[src/shared/lsu_pkg.sv]
// package for the load/store access unit: encodings, types, constants
// assumes one clock domain; the core supplies requests, a bus answers
package lsu_pkg;

  typedef enum logic [1:0] {
    size_byte,
    size_half,
    size_word
  } elem_size_t;

  typedef enum logic [2:0] {
    op_load,
    op_store,
    op_load_multiple,
    op_store_multiple,
    op_fetch
  } access_op_t;

  typedef enum logic [1:0] {
    mem_normal,
    mem_device,
    mem_strongly_ordered
  } mem_type_t;

  typedef enum logic [1:0] {
    cache_none,
    cache_write_through,
    cache_write_back
  } cache_class_t;

  typedef enum logic [1:0] {
    rev_word,
    rev_signed_half,
    rev_packed_halves
  } rev_op_t;

  typedef struct packed {
    mem_type_t mtype;
    logic shareable;
    cache_class_t cclass;
  } mem_attr_t;

  typedef struct packed {
    access_op_t op;
    elem_size_t size;
    logic sign_ext;
    logic [31:0] addr;
    logic [31:0] wdata;
    logic [3:0] count;
    mem_attr_t attr;
  } core_req_t;

  typedef struct packed {
    logic write;
    logic [31:0] addr;
    logic [3:0] store_byte;
    logic [31:0] wdata;
    mem_attr_t attr;
  } bus_req_t;

  // private peripheral bus window
  localparam logic [31:0] ppb_base = 32'hE000_0000;
  localparam logic [31:0] ppb_mask = 32'hFFF0_0000;
  localparam logic [31:0] word_step = 32'h0000_0004;
  localparam logic [3:0] count_one = 4'h1;
  localparam logic [3:0] store_byte_all = 4'hF;
  localparam logic [3:0] store_byte_byte = 4'h1;
  localparam logic [3:0] store_byte_half = 4'h3;
  localparam logic [3:0] store_byte_none = 4'h0;
  localparam logic [31:0] zero_word = 32'h0000_0000;

endpackage

[src/verilog/load_store_access_unit.sv]
// load/store access unit: fetch ordering, lane steering, atomic issue
// assumes a bus that answers each transaction with bus_ack, one at a time
`timescale 1ns/1ps
`default_nettype none
module load_store_access_unit
  import lsu_pkg::*;
(
  input wire logic clk,
  input wire logic nrst,
  input wire logic big_endian_pin,
  input wire logic req_valid,
  input wire lsu_pkg::core_req_t req,
  output logic req_ready,
  input wire logic exc_abort,
  input wire logic rev_valid,
  input wire lsu_pkg::rev_op_t rev_op,
  input wire logic [31:0] rev_din,
  output logic [31:0] rev_dout,
  output logic rev_done,
  output logic bus_valid,
  output lsu_pkg::bus_req_t bus_req,
  input wire logic bus_ack,
  input wire logic [31:0] bus_rdata,
  output logic resp_valid,
  output logic [31:0] resp_data,
  output logic [3:0] resp_index,
  output logic resp_fault,
  output logic resp_abandoned,
  output logic [31:0] instr_word,
  output logic instr_is_32
);

  // ------------------------------------------------------------
  // endian strap
  // ------------------------------------------------------------
  // pin is asynchronous: two stages, then caught at the third edge after
  // reset, once the second stage really holds the pin
  logic be_s1_reg, be_s2_reg, big_endian_reg;
  logic [1:0] be_age_reg;
  always_ff @(posedge clk) begin
    if (!nrst) begin
      be_s1_reg <= 1'b0;
      be_s2_reg <= 1'b0;
      big_endian_reg <= 1'b0;
      be_age_reg <= 2'h0;
    end else begin
      be_s1_reg <= big_endian_pin;
      be_s2_reg <= be_s1_reg;
      if (be_age_reg != 2'h3) begin
        big_endian_reg <= be_s2_reg;
        be_age_reg <= be_age_reg + 2'h1;
      end
    end
  end

  // ------------------------------------------------------------
  // byte reverse
  // ------------------------------------------------------------
  logic [31:0] rev_comb;
  byte_reverse_unit u_rev (
    .op(rev_op),
    .din(rev_din),
    .dout(rev_comb)
  );
  logic [31:0] rev_dout_reg, rev_dout_next;
  logic rev_done_reg, rev_done_next;
  always_comb begin
    rev_dout_next = rev_valid ? rev_comb : rev_dout_reg;
    rev_done_next = rev_valid;
  end
  always_ff @(posedge clk) begin
    if (!nrst) begin
      rev_dout_reg <= zero_word;
      rev_done_reg <= 1'b0;
    end else begin
      rev_dout_reg <= rev_dout_next;
      rev_done_reg <= rev_done_next;
    end
  end

  // ------------------------------------------------------------
  // access sequencer
  // ------------------------------------------------------------
  // one transaction outstanding at a time keeps every access in program
  // order for all types; costs throughput on Normal memory
  typedef enum logic [1:0] {st_idle, st_issue, st_wait, st_fetch2} state_t;
  state_t state_reg, state_next;
  core_req_t cur_reg, cur_next;
  logic [31:0] addr_reg, addr_next;
  logic [3:0] left_reg, left_next, idx_reg, idx_next;
  logic big_reg, big_next;
  logic bus_valid_reg, bus_valid_next;
  bus_req_t bus_req_reg, bus_req_next;
  logic resp_valid_reg, resp_valid_next, resp_fault_reg, resp_fault_next;
  logic resp_ab_reg, resp_ab_next;
  logic [31:0] resp_data_reg, resp_data_next;
  logic [3:0] resp_idx_reg, resp_idx_next;
  logic [31:0] instr_reg, instr_next;
  logic is32_reg, is32_next, hi_pend_reg, hi_pend_next;
  logic [15:0] half1_reg, half1_next;
  logic req_ready_reg, req_ready_next;

  logic misaligned, in_ppb, use_big;
  logic [3:0] store_byte_c;
  logic [31:0] lane_wdata, load_val;
  logic [1:0] lo;
  logic [7:0] rbyte;
  logic [15:0] rhalf, first_halfword, second_halfword;
  mem_attr_t attr_c;

  always_comb begin
    // word, multi and halfword alignment checks
    unique case (req.op)
      op_load, op_store: begin
        misaligned = (req.size == size_word && req.addr[1:0] != 2'b00) ||
                     (req.size == size_half && req.addr[0]);
      end
      op_load_multiple, op_store_multiple: begin
        misaligned = req.addr[1:0] != 2'b00;
      end
      op_fetch: misaligned = req.addr[0];
      default: misaligned = 1'b1;
    endcase
  end

  always_comb begin
    in_ppb = (cur_reg.addr & ppb_mask) == ppb_base;
    use_big = big_reg && !in_ppb;
    lo = addr_reg[1:0];
    attr_c = cur_reg.attr;
    if (attr_c.mtype == mem_strongly_ordered) begin
      attr_c.shareable = 1'b1;
    end
    if (attr_c.mtype != mem_normal) begin
      attr_c.cclass = cache_none;
    end
    // lanes from element size and low address bits
    store_byte_c = store_byte_all;
    lane_wdata = cur_reg.wdata;
    if (cur_reg.op == op_store) begin
      unique case (cur_reg.size)
        size_byte: begin
          store_byte_c = store_byte_byte << lo;
          lane_wdata = {4{cur_reg.wdata[7:0]}};
        end
        size_half: begin
          store_byte_c = store_byte_half << lo;
          lane_wdata = use_big ?
            {2{cur_reg.wdata[7:0], cur_reg.wdata[15:8]}} :
            {2{cur_reg.wdata[15:0]}};
        end
        default: begin
          lane_wdata = use_big ?
            {cur_reg.wdata[7:0], cur_reg.wdata[15:8],
             cur_reg.wdata[23:16], cur_reg.wdata[31:24]} :
            cur_reg.wdata;
        end
      endcase
    end else if (cur_reg.op == op_store_multiple) begin
      lane_wdata = use_big ?
        {cur_reg.wdata[7:0], cur_reg.wdata[15:8],
         cur_reg.wdata[23:16], cur_reg.wdata[31:24]} : cur_reg.wdata;
    end
    // load extraction
    rbyte = bus_rdata[8*lo +: 8];
    rhalf = lo[1] ? bus_rdata[31:16] : bus_rdata[15:0];
    if (use_big) begin
      rhalf = {rhalf[7:0], rhalf[15:8]};
    end
    unique case (cur_reg.op == op_load ? cur_reg.size : size_word)
      size_byte: load_val = {{24{cur_reg.sign_ext & rbyte[7]}}, rbyte};
      size_half: load_val = {{16{cur_reg.sign_ext & rhalf[15]}}, rhalf};
      default: load_val = use_big ?
        {bus_rdata[7:0], bus_rdata[15:8], bus_rdata[23:16], bus_rdata[31:24]}
        : bus_rdata;
    endcase
    // fetch halves always little-endian, lower address low byte
    first_halfword = lo[1] ? bus_rdata[31:16] : bus_rdata[15:0];
    second_halfword = first_halfword;
  end

  always_comb begin
    state_next = state_reg;
    cur_next = cur_reg;
    addr_next = addr_reg;
    left_next = left_reg;
    idx_next = idx_reg;
    big_next = big_reg;
    bus_valid_next = bus_valid_reg;
    bus_req_next = bus_req_reg;
    resp_valid_next = 1'b0;
    resp_fault_next = resp_fault_reg;
    resp_ab_next = 1'b0;
    resp_data_next = resp_data_reg;
    resp_idx_next = resp_idx_reg;
    instr_next = instr_reg;
    is32_next = is32_reg;
    half1_next = half1_reg;
    hi_pend_next = hi_pend_reg;
    req_ready_next = 1'b0;
    unique case (state_reg)
      st_idle: begin
        req_ready_next = 1'b1;
        if (req_valid && req_ready_reg) begin
          req_ready_next = 1'b0;
          cur_next = req;
          addr_next = req.addr;
          left_next = (req.op == op_load_multiple ||
                       req.op == op_store_multiple) ? req.count : count_one;
          idx_next = 4'h0;
          big_next = big_endian_reg && req.op != op_fetch;
          if (misaligned || left_next == 4'h0) begin
            resp_valid_next = 1'b1;
            resp_fault_next = misaligned;
            resp_data_next = zero_word;
            state_next = st_idle;
          end else begin
            state_next = st_issue;
          end
        end
      end
      st_issue, st_fetch2: begin
        // each beat is one aligned atomic transfer
        bus_valid_next = 1'b1;
        bus_req_next.write = cur_reg.op == op_store ||
                             cur_reg.op == op_store_multiple;
        bus_req_next.addr = {addr_reg[31:2], 2'b00};
        bus_req_next.store_byte = bus_req_next.write ? store_byte_c : store_byte_none;
        bus_req_next.wdata = lane_wdata;
        bus_req_next.attr = attr_c; // device keeps one write
        state_next = st_wait;
      end
      st_wait: begin
        if (bus_ack) begin
          bus_valid_next = 1'b0;
          if (cur_reg.op == op_fetch) begin
            // lower address gives first_halfword
            if (hi_pend_reg) begin
              instr_next = {second_halfword, half1_reg};
              is32_next = 1'b1;
              resp_valid_next = 1'b1;
              resp_fault_next = 1'b0;
              resp_data_next = {second_halfword, half1_reg};
              hi_pend_next = 1'b0;
              state_next = st_idle;
            end else if (first_halfword[15:11] == 5'b11101 ||
                         first_halfword[15:13] == 3'b111 &&
                         first_halfword[12:11] != 2'b00) begin
              // 32-bit instruction needs the next halfword
              half1_next = first_halfword;
              hi_pend_next = 1'b1;
              addr_next = addr_reg + 32'h0000_0002;
              state_next = st_fetch2;
            end else begin
              instr_next = {16'h0000, first_halfword};
              is32_next = 1'b0;
              resp_valid_next = 1'b1;
              resp_fault_next = 1'b0;
              resp_data_next = {16'h0000, first_halfword};
              state_next = st_idle;
            end
          end else begin
            resp_valid_next = 1'b1;
            resp_fault_next = 1'b0;
            resp_data_next = bus_req_reg.write ? zero_word : load_val;
            resp_idx_next = idx_reg;
            idx_next = idx_reg + 4'h1;
            left_next = left_reg - 4'h1;
            addr_next = addr_reg + word_step;
            if (left_reg == count_one) begin
              state_next = st_idle;
            end else if (exc_abort) begin
              // core restarts the whole sequence later
              resp_ab_next = 1'b1;
              state_next = st_idle;
            end else begin
              state_next = st_issue;
            end
          end
        end
      end
      default: state_next = st_idle;
    endcase
  end

  always_ff @(posedge clk) begin
    if (!nrst) begin
      state_reg <= st_idle;
      cur_reg <= '0;
      addr_reg <= zero_word;
      left_reg <= 4'h0;
      idx_reg <= 4'h0;
      big_reg <= 1'b0;
      bus_valid_reg <= 1'b0;
      bus_req_reg <= '0;
      resp_valid_reg <= 1'b0;
      resp_fault_reg <= 1'b0;
      resp_ab_reg <= 1'b0;
      resp_data_reg <= zero_word;
      resp_idx_reg <= 4'h0;
      instr_reg <= zero_word;
      is32_reg <= 1'b0;
      half1_reg <= 16'h0000;
      hi_pend_reg <= 1'b0;
      req_ready_reg <= 1'b0;
    end else begin
      state_reg <= state_next;
      cur_reg <= cur_next;
      addr_reg <= addr_next;
      left_reg <= left_next;
      idx_reg <= idx_next;
      big_reg <= big_next;
      bus_valid_reg <= bus_valid_next;
      bus_req_reg <= bus_req_next;
      resp_valid_reg <= resp_valid_next;
      resp_fault_reg <= resp_fault_next;
      resp_ab_reg <= resp_ab_next;
      resp_data_reg <= resp_data_next;
      resp_idx_reg <= resp_idx_next;
      instr_reg <= instr_next;
      is32_reg <= is32_next;
      half1_reg <= half1_next;
      hi_pend_reg <= hi_pend_next;
      req_ready_reg <= req_ready_next;
    end
  end

  // no exclusive monitor exists at all
  // no cache here, so fills cannot split a transfer
  assign req_ready = req_ready_reg;
  assign rev_dout = rev_dout_reg;
  assign rev_done = rev_done_reg;
  assign bus_valid = bus_valid_reg;
  assign bus_req = bus_req_reg;
  assign resp_valid = resp_valid_reg;
  assign resp_data = resp_data_reg;
  assign resp_index = resp_idx_reg;
  assign resp_fault = resp_fault_reg;
  assign resp_abandoned = resp_ab_reg;
  assign instr_word = instr_reg;
  assign instr_is_32 = is32_reg;

endmodule
`default_nettype wire

[src/verilog/byte_reverse_unit.sv]
// byte reverse datapath operations on a register value
// assumes a registered caller; purely combinational
`timescale 1ns/1ps
`default_nettype none
module byte_reverse_unit
  import lsu_pkg::*;
(
  input wire lsu_pkg::rev_op_t op,
  input wire logic [31:0] din,
  output logic [31:0] dout
);
  always_comb begin
    unique case (op)
      rev_word: dout = {din[7:0], din[15:8], din[23:16], din[31:24]};
      rev_signed_half: dout = {{16{din[7]}}, din[7:0], din[15:8]};
      rev_packed_halves: begin
        dout = {din[23:16], din[31:24], din[7:0], din[15:8]};
      end
      default: dout = din;
    endcase
  end
endmodule
`default_nettype wire

[config.mk]
export PLATFORM = sky130hd
export DESIGN_NAME = load_store_access_unit
export DESIGN_NICKNAME = d
export VERILOG_FILES = /design/src/shared/lsu_pkg.sv /design/src/verilog/load_store_access_unit.sv /design/src/verilog/byte_reverse_unit.sv
export SDC_FILE = /design/constraint.sdc
export NUM_CORES = 1
export LEC_CHECK = 0
export BUFFER_PORTS_ARGS = -buffer_cell sky130_fd_sc_hd__buf_2
export CORE_UTILIZATION = 50
export DETAILED_ROUTE_END_ITERATION = 10
export HOLD_SLACK_MARGIN = 0.12
export MAX_ROUTING_LAYER = met4
export PLACE_DENSITY = 0.74
export SLEW_MARGIN = 10
export SYNTH_ARGS = -nofsm -noshare
export SYNTH_HDL_FRONTEND = slang
export SYNTH_SLANG_ARGS = --single-unit
[constraint.sdc]
create_clock -name clk -period 2.95 [get_ports clk]
set_clock_uncertainty 0.2 [all_clocks]
set_input_delay 0 -clock clk [delete_from_list [all_inputs] [get_ports clk]]
set_output_delay 0 -clock clk [all_outputs]
set_load 0.1 [all_outputs]
==> results of run 1 <==
-- per-stage QoR --
stage | setup slack, ns | instances | power, mW
CTS | 0.06626 | 2939 | 10.74
global placement | 0.4496 | 2646 | 6.293
global route | 0.009579 | 2944 | 11.12
finish | 0.09599 | 2945 | 10.78
detailed placement | 0.3905 | 2646 | 6.315
floorplan | 0.3762 | 2042 | 5.730
-- power breakdown --
part | switching [mW] | internal [mW]
Clock | 1.77 | 2.45
Sequential | 0.179 | 4.19
Combinational | 1.44 | 0.758
Total | 3.38 | 7.40
-- layer usage --
layer / share of wire [%] / track usage [%] / vias to the layer above / wire length (um)
li1: - / - / 8227 / -
met1: 38 / 45.14 / 8530 / 23560
met2: 47 / 62.42 / 1111 / 28730
met3: 9.2 / 6.394 / 222 / 5617
met4: 5.4 / 18.86 / 0 / 3314
met5: 0 / - / - / 0
-- path summary, 6_finish.rpt --
| check | startpoint | endpoint | slack [ns] | cells after the start |
|---|---|---|---|---|
| min reg2reg | be_s1_reg | be_s2_reg | 0.24 | 1 |
| min | req[65] | cur_reg[65] | 0.13 | 4 |
| max | cur_reg[76] | resp_data[8] | 0.1 | 7 |
| max reg2reg | cur_reg[76] | resp_data[8] | 0.1 | 7 |
-- Yosys cell counts, types with 6 or more instances --
library cell / n / area share (%)
sky130_fd_sc_hd__a211oi_1: 13 / 0.63
sky130_fd_sc_hd__a21o_1: 6 / 0.29
sky130_fd_sc_hd__a21oi_1: 259 / 8.3
sky130_fd_sc_hd__a311oi_1: 16 / 0.90
sky130_fd_sc_hd__a31oi_1: 18 / 0.73
sky130_fd_sc_hd__a41oi_1: 8 / 0.45
sky130_fd_sc_hd__and2_1: 9 / 0.36
sky130_fd_sc_hd__and3_1: 18 / 0.73
sky130_fd_sc_hd__buf_1: 17 / 0.41
sky130_fd_sc_hd__buf_2: 37 / 1.2
sky130_fd_sc_hd__buf_6: 6 / 0.44
sky130_fd_sc_hd__clkbuf_1: 122 / 2.9
sky130_fd_sc_hd__dfxtp_1: 299 / 39
sky130_fd_sc_hd__ha_1: 6 / 0.48
sky130_fd_sc_hd__inv_1: 14 / 0.34
sky130_fd_sc_hd__mux2_2: 31 / 2.2
sky130_fd_sc_hd__mux2i_1: 58 / 3.7
sky130_fd_sc_hd__mux4_2: 20 / 2.9
sky130_fd_sc_hd__nand2_1: 399 / 9.6
sky130_fd_sc_hd__nand2b_1: 10 / 0.40
sky130_fd_sc_hd__nand3_1: 65 / 2.1
sky130_fd_sc_hd__nand4_1: 24 / 0.97
sky130_fd_sc_hd__nor2_1: 204 / 4.9
sky130_fd_sc_hd__nor3_1: 62 / 2.0
sky130_fd_sc_hd__o211ai_1: 29 / 1.4
sky130_fd_sc_hd__o21a_1: 9 / 0.44
sky130_fd_sc_hd__o21ai_0: 109 / 3.5
sky130_fd_sc_hd__o21ai_1: 15 / 0.48
sky130_fd_sc_hd__o221a_2: 15 / 1.1
sky130_fd_sc_hd__o22ai_1: 24 / 0.97
sky130_fd_sc_hd__o31ai_1: 8 / 0.39
-- worst max-delay path, cell delays in order, from the launching register on --
cell and delay (ns):
sky130_fd_sc_hd__dfxtp_1 0.51, sky130_fd_sc_hd__nor3b_2 0.12, sky130_fd_sc_hd__buf_4 0.19, sky130_fd_sc_hd__or3_1 0.63, sky130_fd_sc_hd__a21oi_1 0.23, sky130_fd_sc_hd__dlygate4sd3_1 0.58
sky130_fd_sc_hd__o21ai_1 0.07, sky130_fd_sc_hd__a311oi_1 0.24
-- cells by family (layout without fill, tap and decap cells) --
kind of cell | count (synthesis) | in the layout | synth area share [%]
mux | 109 | 109 | 8.887
buf+inv | 201 | 706 | 5.519
fa+ha+maj | 6 | 6 | 0.4834
other cells | 1 | 4 | 0.02415
xor+xnor | 4 | 4 | 0.2256
flops | 299 | 299 | 38.54
compound gates | 592 | 592 | 23.28
simple gates | 829 | 829 | 23.04
-- cell type report --
cell class                      instances  area, um2
Antenna cell                            2      5.005
Clock buffer                           45      943.4
Clock inverter                         14      143.9
Fill cell                            2443       9574
Inverter                               16      65.06
Multi-Input combinational cell       1542       8750
Sequential cell                       299       5996
Tap cell                              396      495.5
Timing Repair Buffer                  631       4617
-- timing repair --
item / in CTS / in global routing
hold buffers: 234 / 0
hold endpoints to repair: 255 / 0
setup endpoints to repair: 0 / 3
gates resized for setup: 0 / 8
buffers inserted: 0 / 2
==> flow_summary.ini, run 1 <==
[finish]
most_common_cell_after_layout_fill_and_taps_aside = sky130_fd_sc_hd__nand2_1
layout.cell_area.non_filler_um2 = 21020
synthToLayoutAreaGrowth_pct = 35.32
drive_above_1_share_pct = 21.48
finalNetCount = 2683
finished_core_util_pct = 68.70
largest_reg_flops = 72
layout.cells.most_common_list = sky130_fd_sc_hd__nand2_1, sky130_fd_sc_hd__buf_2, sky130_fd_sc_hd__dfxtp_1

[timing]
worst_slew_pin_slew_ns = 1.136
rsz0062_at_grt = false
timing.final.hold_violations = 0
timing.final.max_slew_violations = 0
finalSetupTns_ns = 0
achievable-frequency_mhz = 350.4
timing.max_slew.rel_slack_pct = 23.74
fin_worst_hold_slack_ns = 0.1323
final_min_period_over_clock_period_pct = 96.75
final_period_minus_worst_setup_slack_ns = 2.854
finalSetupViolCount = 0

[detailed_routing]
ant_nets = 0
via_per_inst = 6.143
route.vias.total = 18090
wl_per_cell_um = 20.79
wirelength_mm = 61.23
drcViolationCount = 0
detailedRoute.firstIterationViolations = 1950
drtPass1Iterations = 6

[pwr]
worst_ir_drop_vdd_v = 0.0005834
p_leak_nw = 8.450
cellPowerDensity_nw_per_um2 = 513.0

[synth]
synth_cells = 2041
synth_cell_types = 80
synth_enable_flop_cells = 0
postSynthRegisterBits = 299
post_synth_instance_area_um2 = 15530
synth_flop_cell = sky130_fd_sc_hd__dfxtp_1
synthArstFlopShare_pct = 0
synth_seq_area_share_pct = 38.54
synthesis.area_per_instance_um2 = 7.609
synth_warn = 0

[worst_setup_path]
cp_max_fo = 13
crit_type = flip-flop to flip-flop
worst_setup_path_start_kind = flip-flop
timing.critical_path.arrival_ns = 3.08
critical_path_end_type = flip-flop
crit_required_ns = 3.17

[job]
maxCapViolations = 0

[placement]
portBuffers = 330
gp_routability_congestion = 1.000
dp_hpwl_mm = 39.24
placement.cell_area_um2 = 17520

[global_routing]
grt_pass1_vias = 16928
grt_start_max_net_pins = 79
globalRoute.totalOverflow = 0
grtUsageTotal_pct = 38.07
global_route_wire_length_before_repair_mm = 92.28
number_of_antenna_violations_at_the_first_check_in_global_routing = 1

[die]
floorplan.initialDensity_pct = 50.77
io-pin-count = 333
dieWidth_um = 178.2
fp.dieH_um = 178.2
placement_rows = 64
core_area_um2 = 30590
design.die.area_um2 = 31770

[outcome]
run_status = complete, no violations

[clock_network]
cts.clk_slew.worst_paths_ns = 0.06
clk-insertion-delay-late_ns = 0.51
cts.sinks = 299
htreeDepth = 2
number_of_buffers_inserted_during_clock_tree_synthesis = 35
clock_tree.buffer_depth = 3
cts_tree = yes
clock_root_buffer = sky130_fd_sc_hd__clkbuf_16

[worst_hold_path]
min_path_type = primary input to flip-flop
(Power assumes the default switching activity.)
==> run 2, diff against run 1 <==
--- a/config.mk
+++ b/config.mk
@@ -10,7 +10,8 @@
 export DETAILED_ROUTE_END_ITERATION = 10
 export HOLD_SLACK_MARGIN = 0.12
 export MAX_ROUTING_LAYER = met4
-export PLACE_DENSITY = 0.74
+export PLACE_DENSITY = 0.81
+export SKIP_CTS_REPAIR_TIMING = 1
 export SLEW_MARGIN = 10
 export SYNTH_ARGS = -nofsm -noshare
 export SYNTH_HDL_FRONTEND = slang
==> run 2 against run 1 <==
Effect of this change:
- first-iteration DRC count grew 4.1%
- cell count shrank 0.88%
- via count shrank 0.44%
- clock-buffer cell count grew 4
- core utilization shrank 0.47 points
- combinational power is essentially flat
- wire length grew 1.5%
- worst setup slack lost 0.0064 ns
- clock power grew 13%
==> flow_summary.ini, run 2 (synthesis results as in run 1) <==
[outcome]
run_status = complete, no violations

[die]
io-pin-count = 333
core_area_um2 = 30590
floorplan.initialDensity_pct = 50.77
placement_rows = 64
design.die.area_um2 = 31770
dieWidth_um = 178.2
fp.dieH_um = 178.2

[clock_network]
number_of_buffers_inserted_during_clock_tree_synthesis = 35
clk-insertion-delay-late_ns = 0.53
cts.clk_slew.worst_paths_ns = 0.06
htreeDepth = 2
cts.sinks = 299
cts_tree = yes
clock_tree.buffer_depth = 3
clock_root_buffer = sky130_fd_sc_hd__clkbuf_16

[timing]
timing.final.max_slew_violations = 0
finalSetupViolCount = 0
finalSetupTns_ns = 0
final_min_period_over_clock_period_pct = 96.96
timing.final.hold_violations = 0
worst_slew_pin_slew_ns = 1.212
final_critical_path_setup_slack_ns = 0.08963
fin_worst_hold_slack_ns = 0.07083
final_period_minus_worst_setup_slack_ns = 2.860
achievable-frequency_mhz = 349.6
timing.max_slew.rel_slack_pct = 18.61

[pwr]
cellPowerDensity_nw_per_um2 = 542.4
p_leak_nw = 8.412
worst_ir_drop_vdd_v = 0.0004592

[worst_setup_path]
crit_type = flip-flop to flip-flop
timing.critical_path.arrival_ns = 3.05
r2r_end = resp_data[31]
critical_path_end_type = flip-flop
setup.reg_to_reg.worst_slack_ns = 0.09
cp_max_fo = 32
worst_setup_path_start_kind = flip-flop
crit_required_ns = 3.14
critical_path.reg2reg.startpoint = cur_reg[64]
reg2regPathDepth = 8

[finish]
layout.cells.most_common_list = sky130_fd_sc_hd__nand2_1, sky130_fd_sc_hd__buf_2, sky130_fd_sc_hd__dfxtp_1
drive_above_1_share_pct = 21.66
n_fill_cell = 2467
most_common_cell_after_layout_fill_and_taps_aside = sky130_fd_sc_hd__nand2_1
synthToLayoutAreaGrowth_pct = 34.39
multi_input_comb_area_um2 = 8756
largest_reg_flops = 72
finalNetCount = 2656
regArea_um2 = 5991

[placement]
portBuffers = 330
gp_routability_congestion = 1.003
preCtsSetupSlack_ns = 0.04320
dp_hpwl_mm = 39.93

[detailed_routing]
detailedRoute.firstIterationViolations = 2030
drcViolationCount = 0
route.vias.total = 18011
wirelength_mm = 62.17
wl_per_cell_um = 21.30
drtPass1Iterations = 9
via_per_inst = 6.170
ant_nets = 0

[global_routing]
grt_pass1_vias = 15460
number_of_antenna_violations_at_the_first_check_in_global_routing = 2
global_route_wire_length_before_repair_mm = 86.65
grtUsageTotal_pct = 35.88
grt_start_max_net_pins = 81
globalRoute.totalOverflow = 0

[worst_hold_path]
min_path_type = primary input to flip-flop
hp_start = req[16]
holdPathEnd = cur_reg[16]
hold-path-cell-count = 4

[job]
maxCapViolations = 0
==> run 2: cell types whose count changed in the layout (fill, tap and decap cells not counted), moves of 2 or more <==
cell                            change
sky130_fd_sc_hd__clkbuf_8           +6
sky130_fd_sc_hd__bufinv_16          +4
sky130_fd_sc_hd__dfxtp_1            +2
sky130_fd_sc_hd__dlygate4sd3_1     -24
sky130_fd_sc_hd__buf_12             -2
sky130_fd_sc_hd__buf_4              +4
sky130_fd_sc_hd__clkbuf_1           -3
sky130_fd_sc_hd__clkinv_2           -3
sky130_fd_sc_hd__buf_6              -4
sky130_fd_sc_hd__clkinv_4           -3
==> run 2: worst max-delay path, cell delays in order (launching register included) <==
cell and delay, ns:
sky130_fd_sc_hd__dfxtp_1 0.31, sky130_fd_sc_hd__or4_1 0.60, sky130_fd_sc_hd__o31a_2 0.46, sky130_fd_sc_hd__buf_12 0.22, sky130_fd_sc_hd__a21oi_1 0.15, sky130_fd_sc_hd__nand2_1 0.07
sky130_fd_sc_hd__dlygate4sd3_1 0.56, sky130_fd_sc_hd__nand2_1 0.06, sky130_fd_sc_hd__o211ai_1 0.09
==> run 2: metal layers <==
layer | vias to the layer above | global-route usage, % | wire length [um]
li1 | 8179 | - | -
met1 | 8443 | 42.97 | 23220
met2 | 1117 | 57.64 | 29250
met3 | 272 | 7.033 | 5939
met4 | 0 | 17.62 | 3754
met5 | - | - | 0
==> run 2: how the worst max path moves through the flow <==
stage	from	to	slack, ns	cells past startpoint
after global placement	cur_reg[64]	resp_data[29]	0.07	6
after detailed placement	cur_reg[64]	resp_data[28]	0.04	6
final	cur_reg[64]	resp_data[31]	0.09	8
after floorplan	req_ready	resp_data[23]	0.38	7
after global routing	cur_reg[64]	resp_data[22]	-0.005	8
after CTS	cur_reg[64]	resp_data[28]	0.03	6
==> run 2: power breakdown <==
part | internal, mW | switching, mW | leakage (nW)
clock | 2.98 | 1.77 | 0.617
combinational | 0.736 | 1.46 | 5.36
sequential | 4.20 | 0.177 | 2.43
==> run 2: area by class of cell <==
cell class,instances,area share [%]
multi-input combinational,1542,41.95
timing repair buffer,604,20.59
tap,396,2.374
antenna,2,0.02398
sequential,299,28.70
clock inverter,11,1.067
clock buffer,49,4.982
inverter,16,0.3117
==> run 2: through the flow <==
| stage | cells | utilization (%) | power, mW | cell area, um2 |
|---|---|---|---|---|
| finish | 2919 | 68.23 | 11.32 | 20870 |
| global route | 2919 | 68.23 | 11.66 | 20870 |
| floorplan | 2042 | - | 5.730 | 15530 |
| global placement | 2647 | 57.17 | 6.294 | 17490 |
| detailed placement | 2647 | 57.17 | 6.318 | 17490 |
| CTS | 2707 | 61.30 | 11.03 | 18750 |
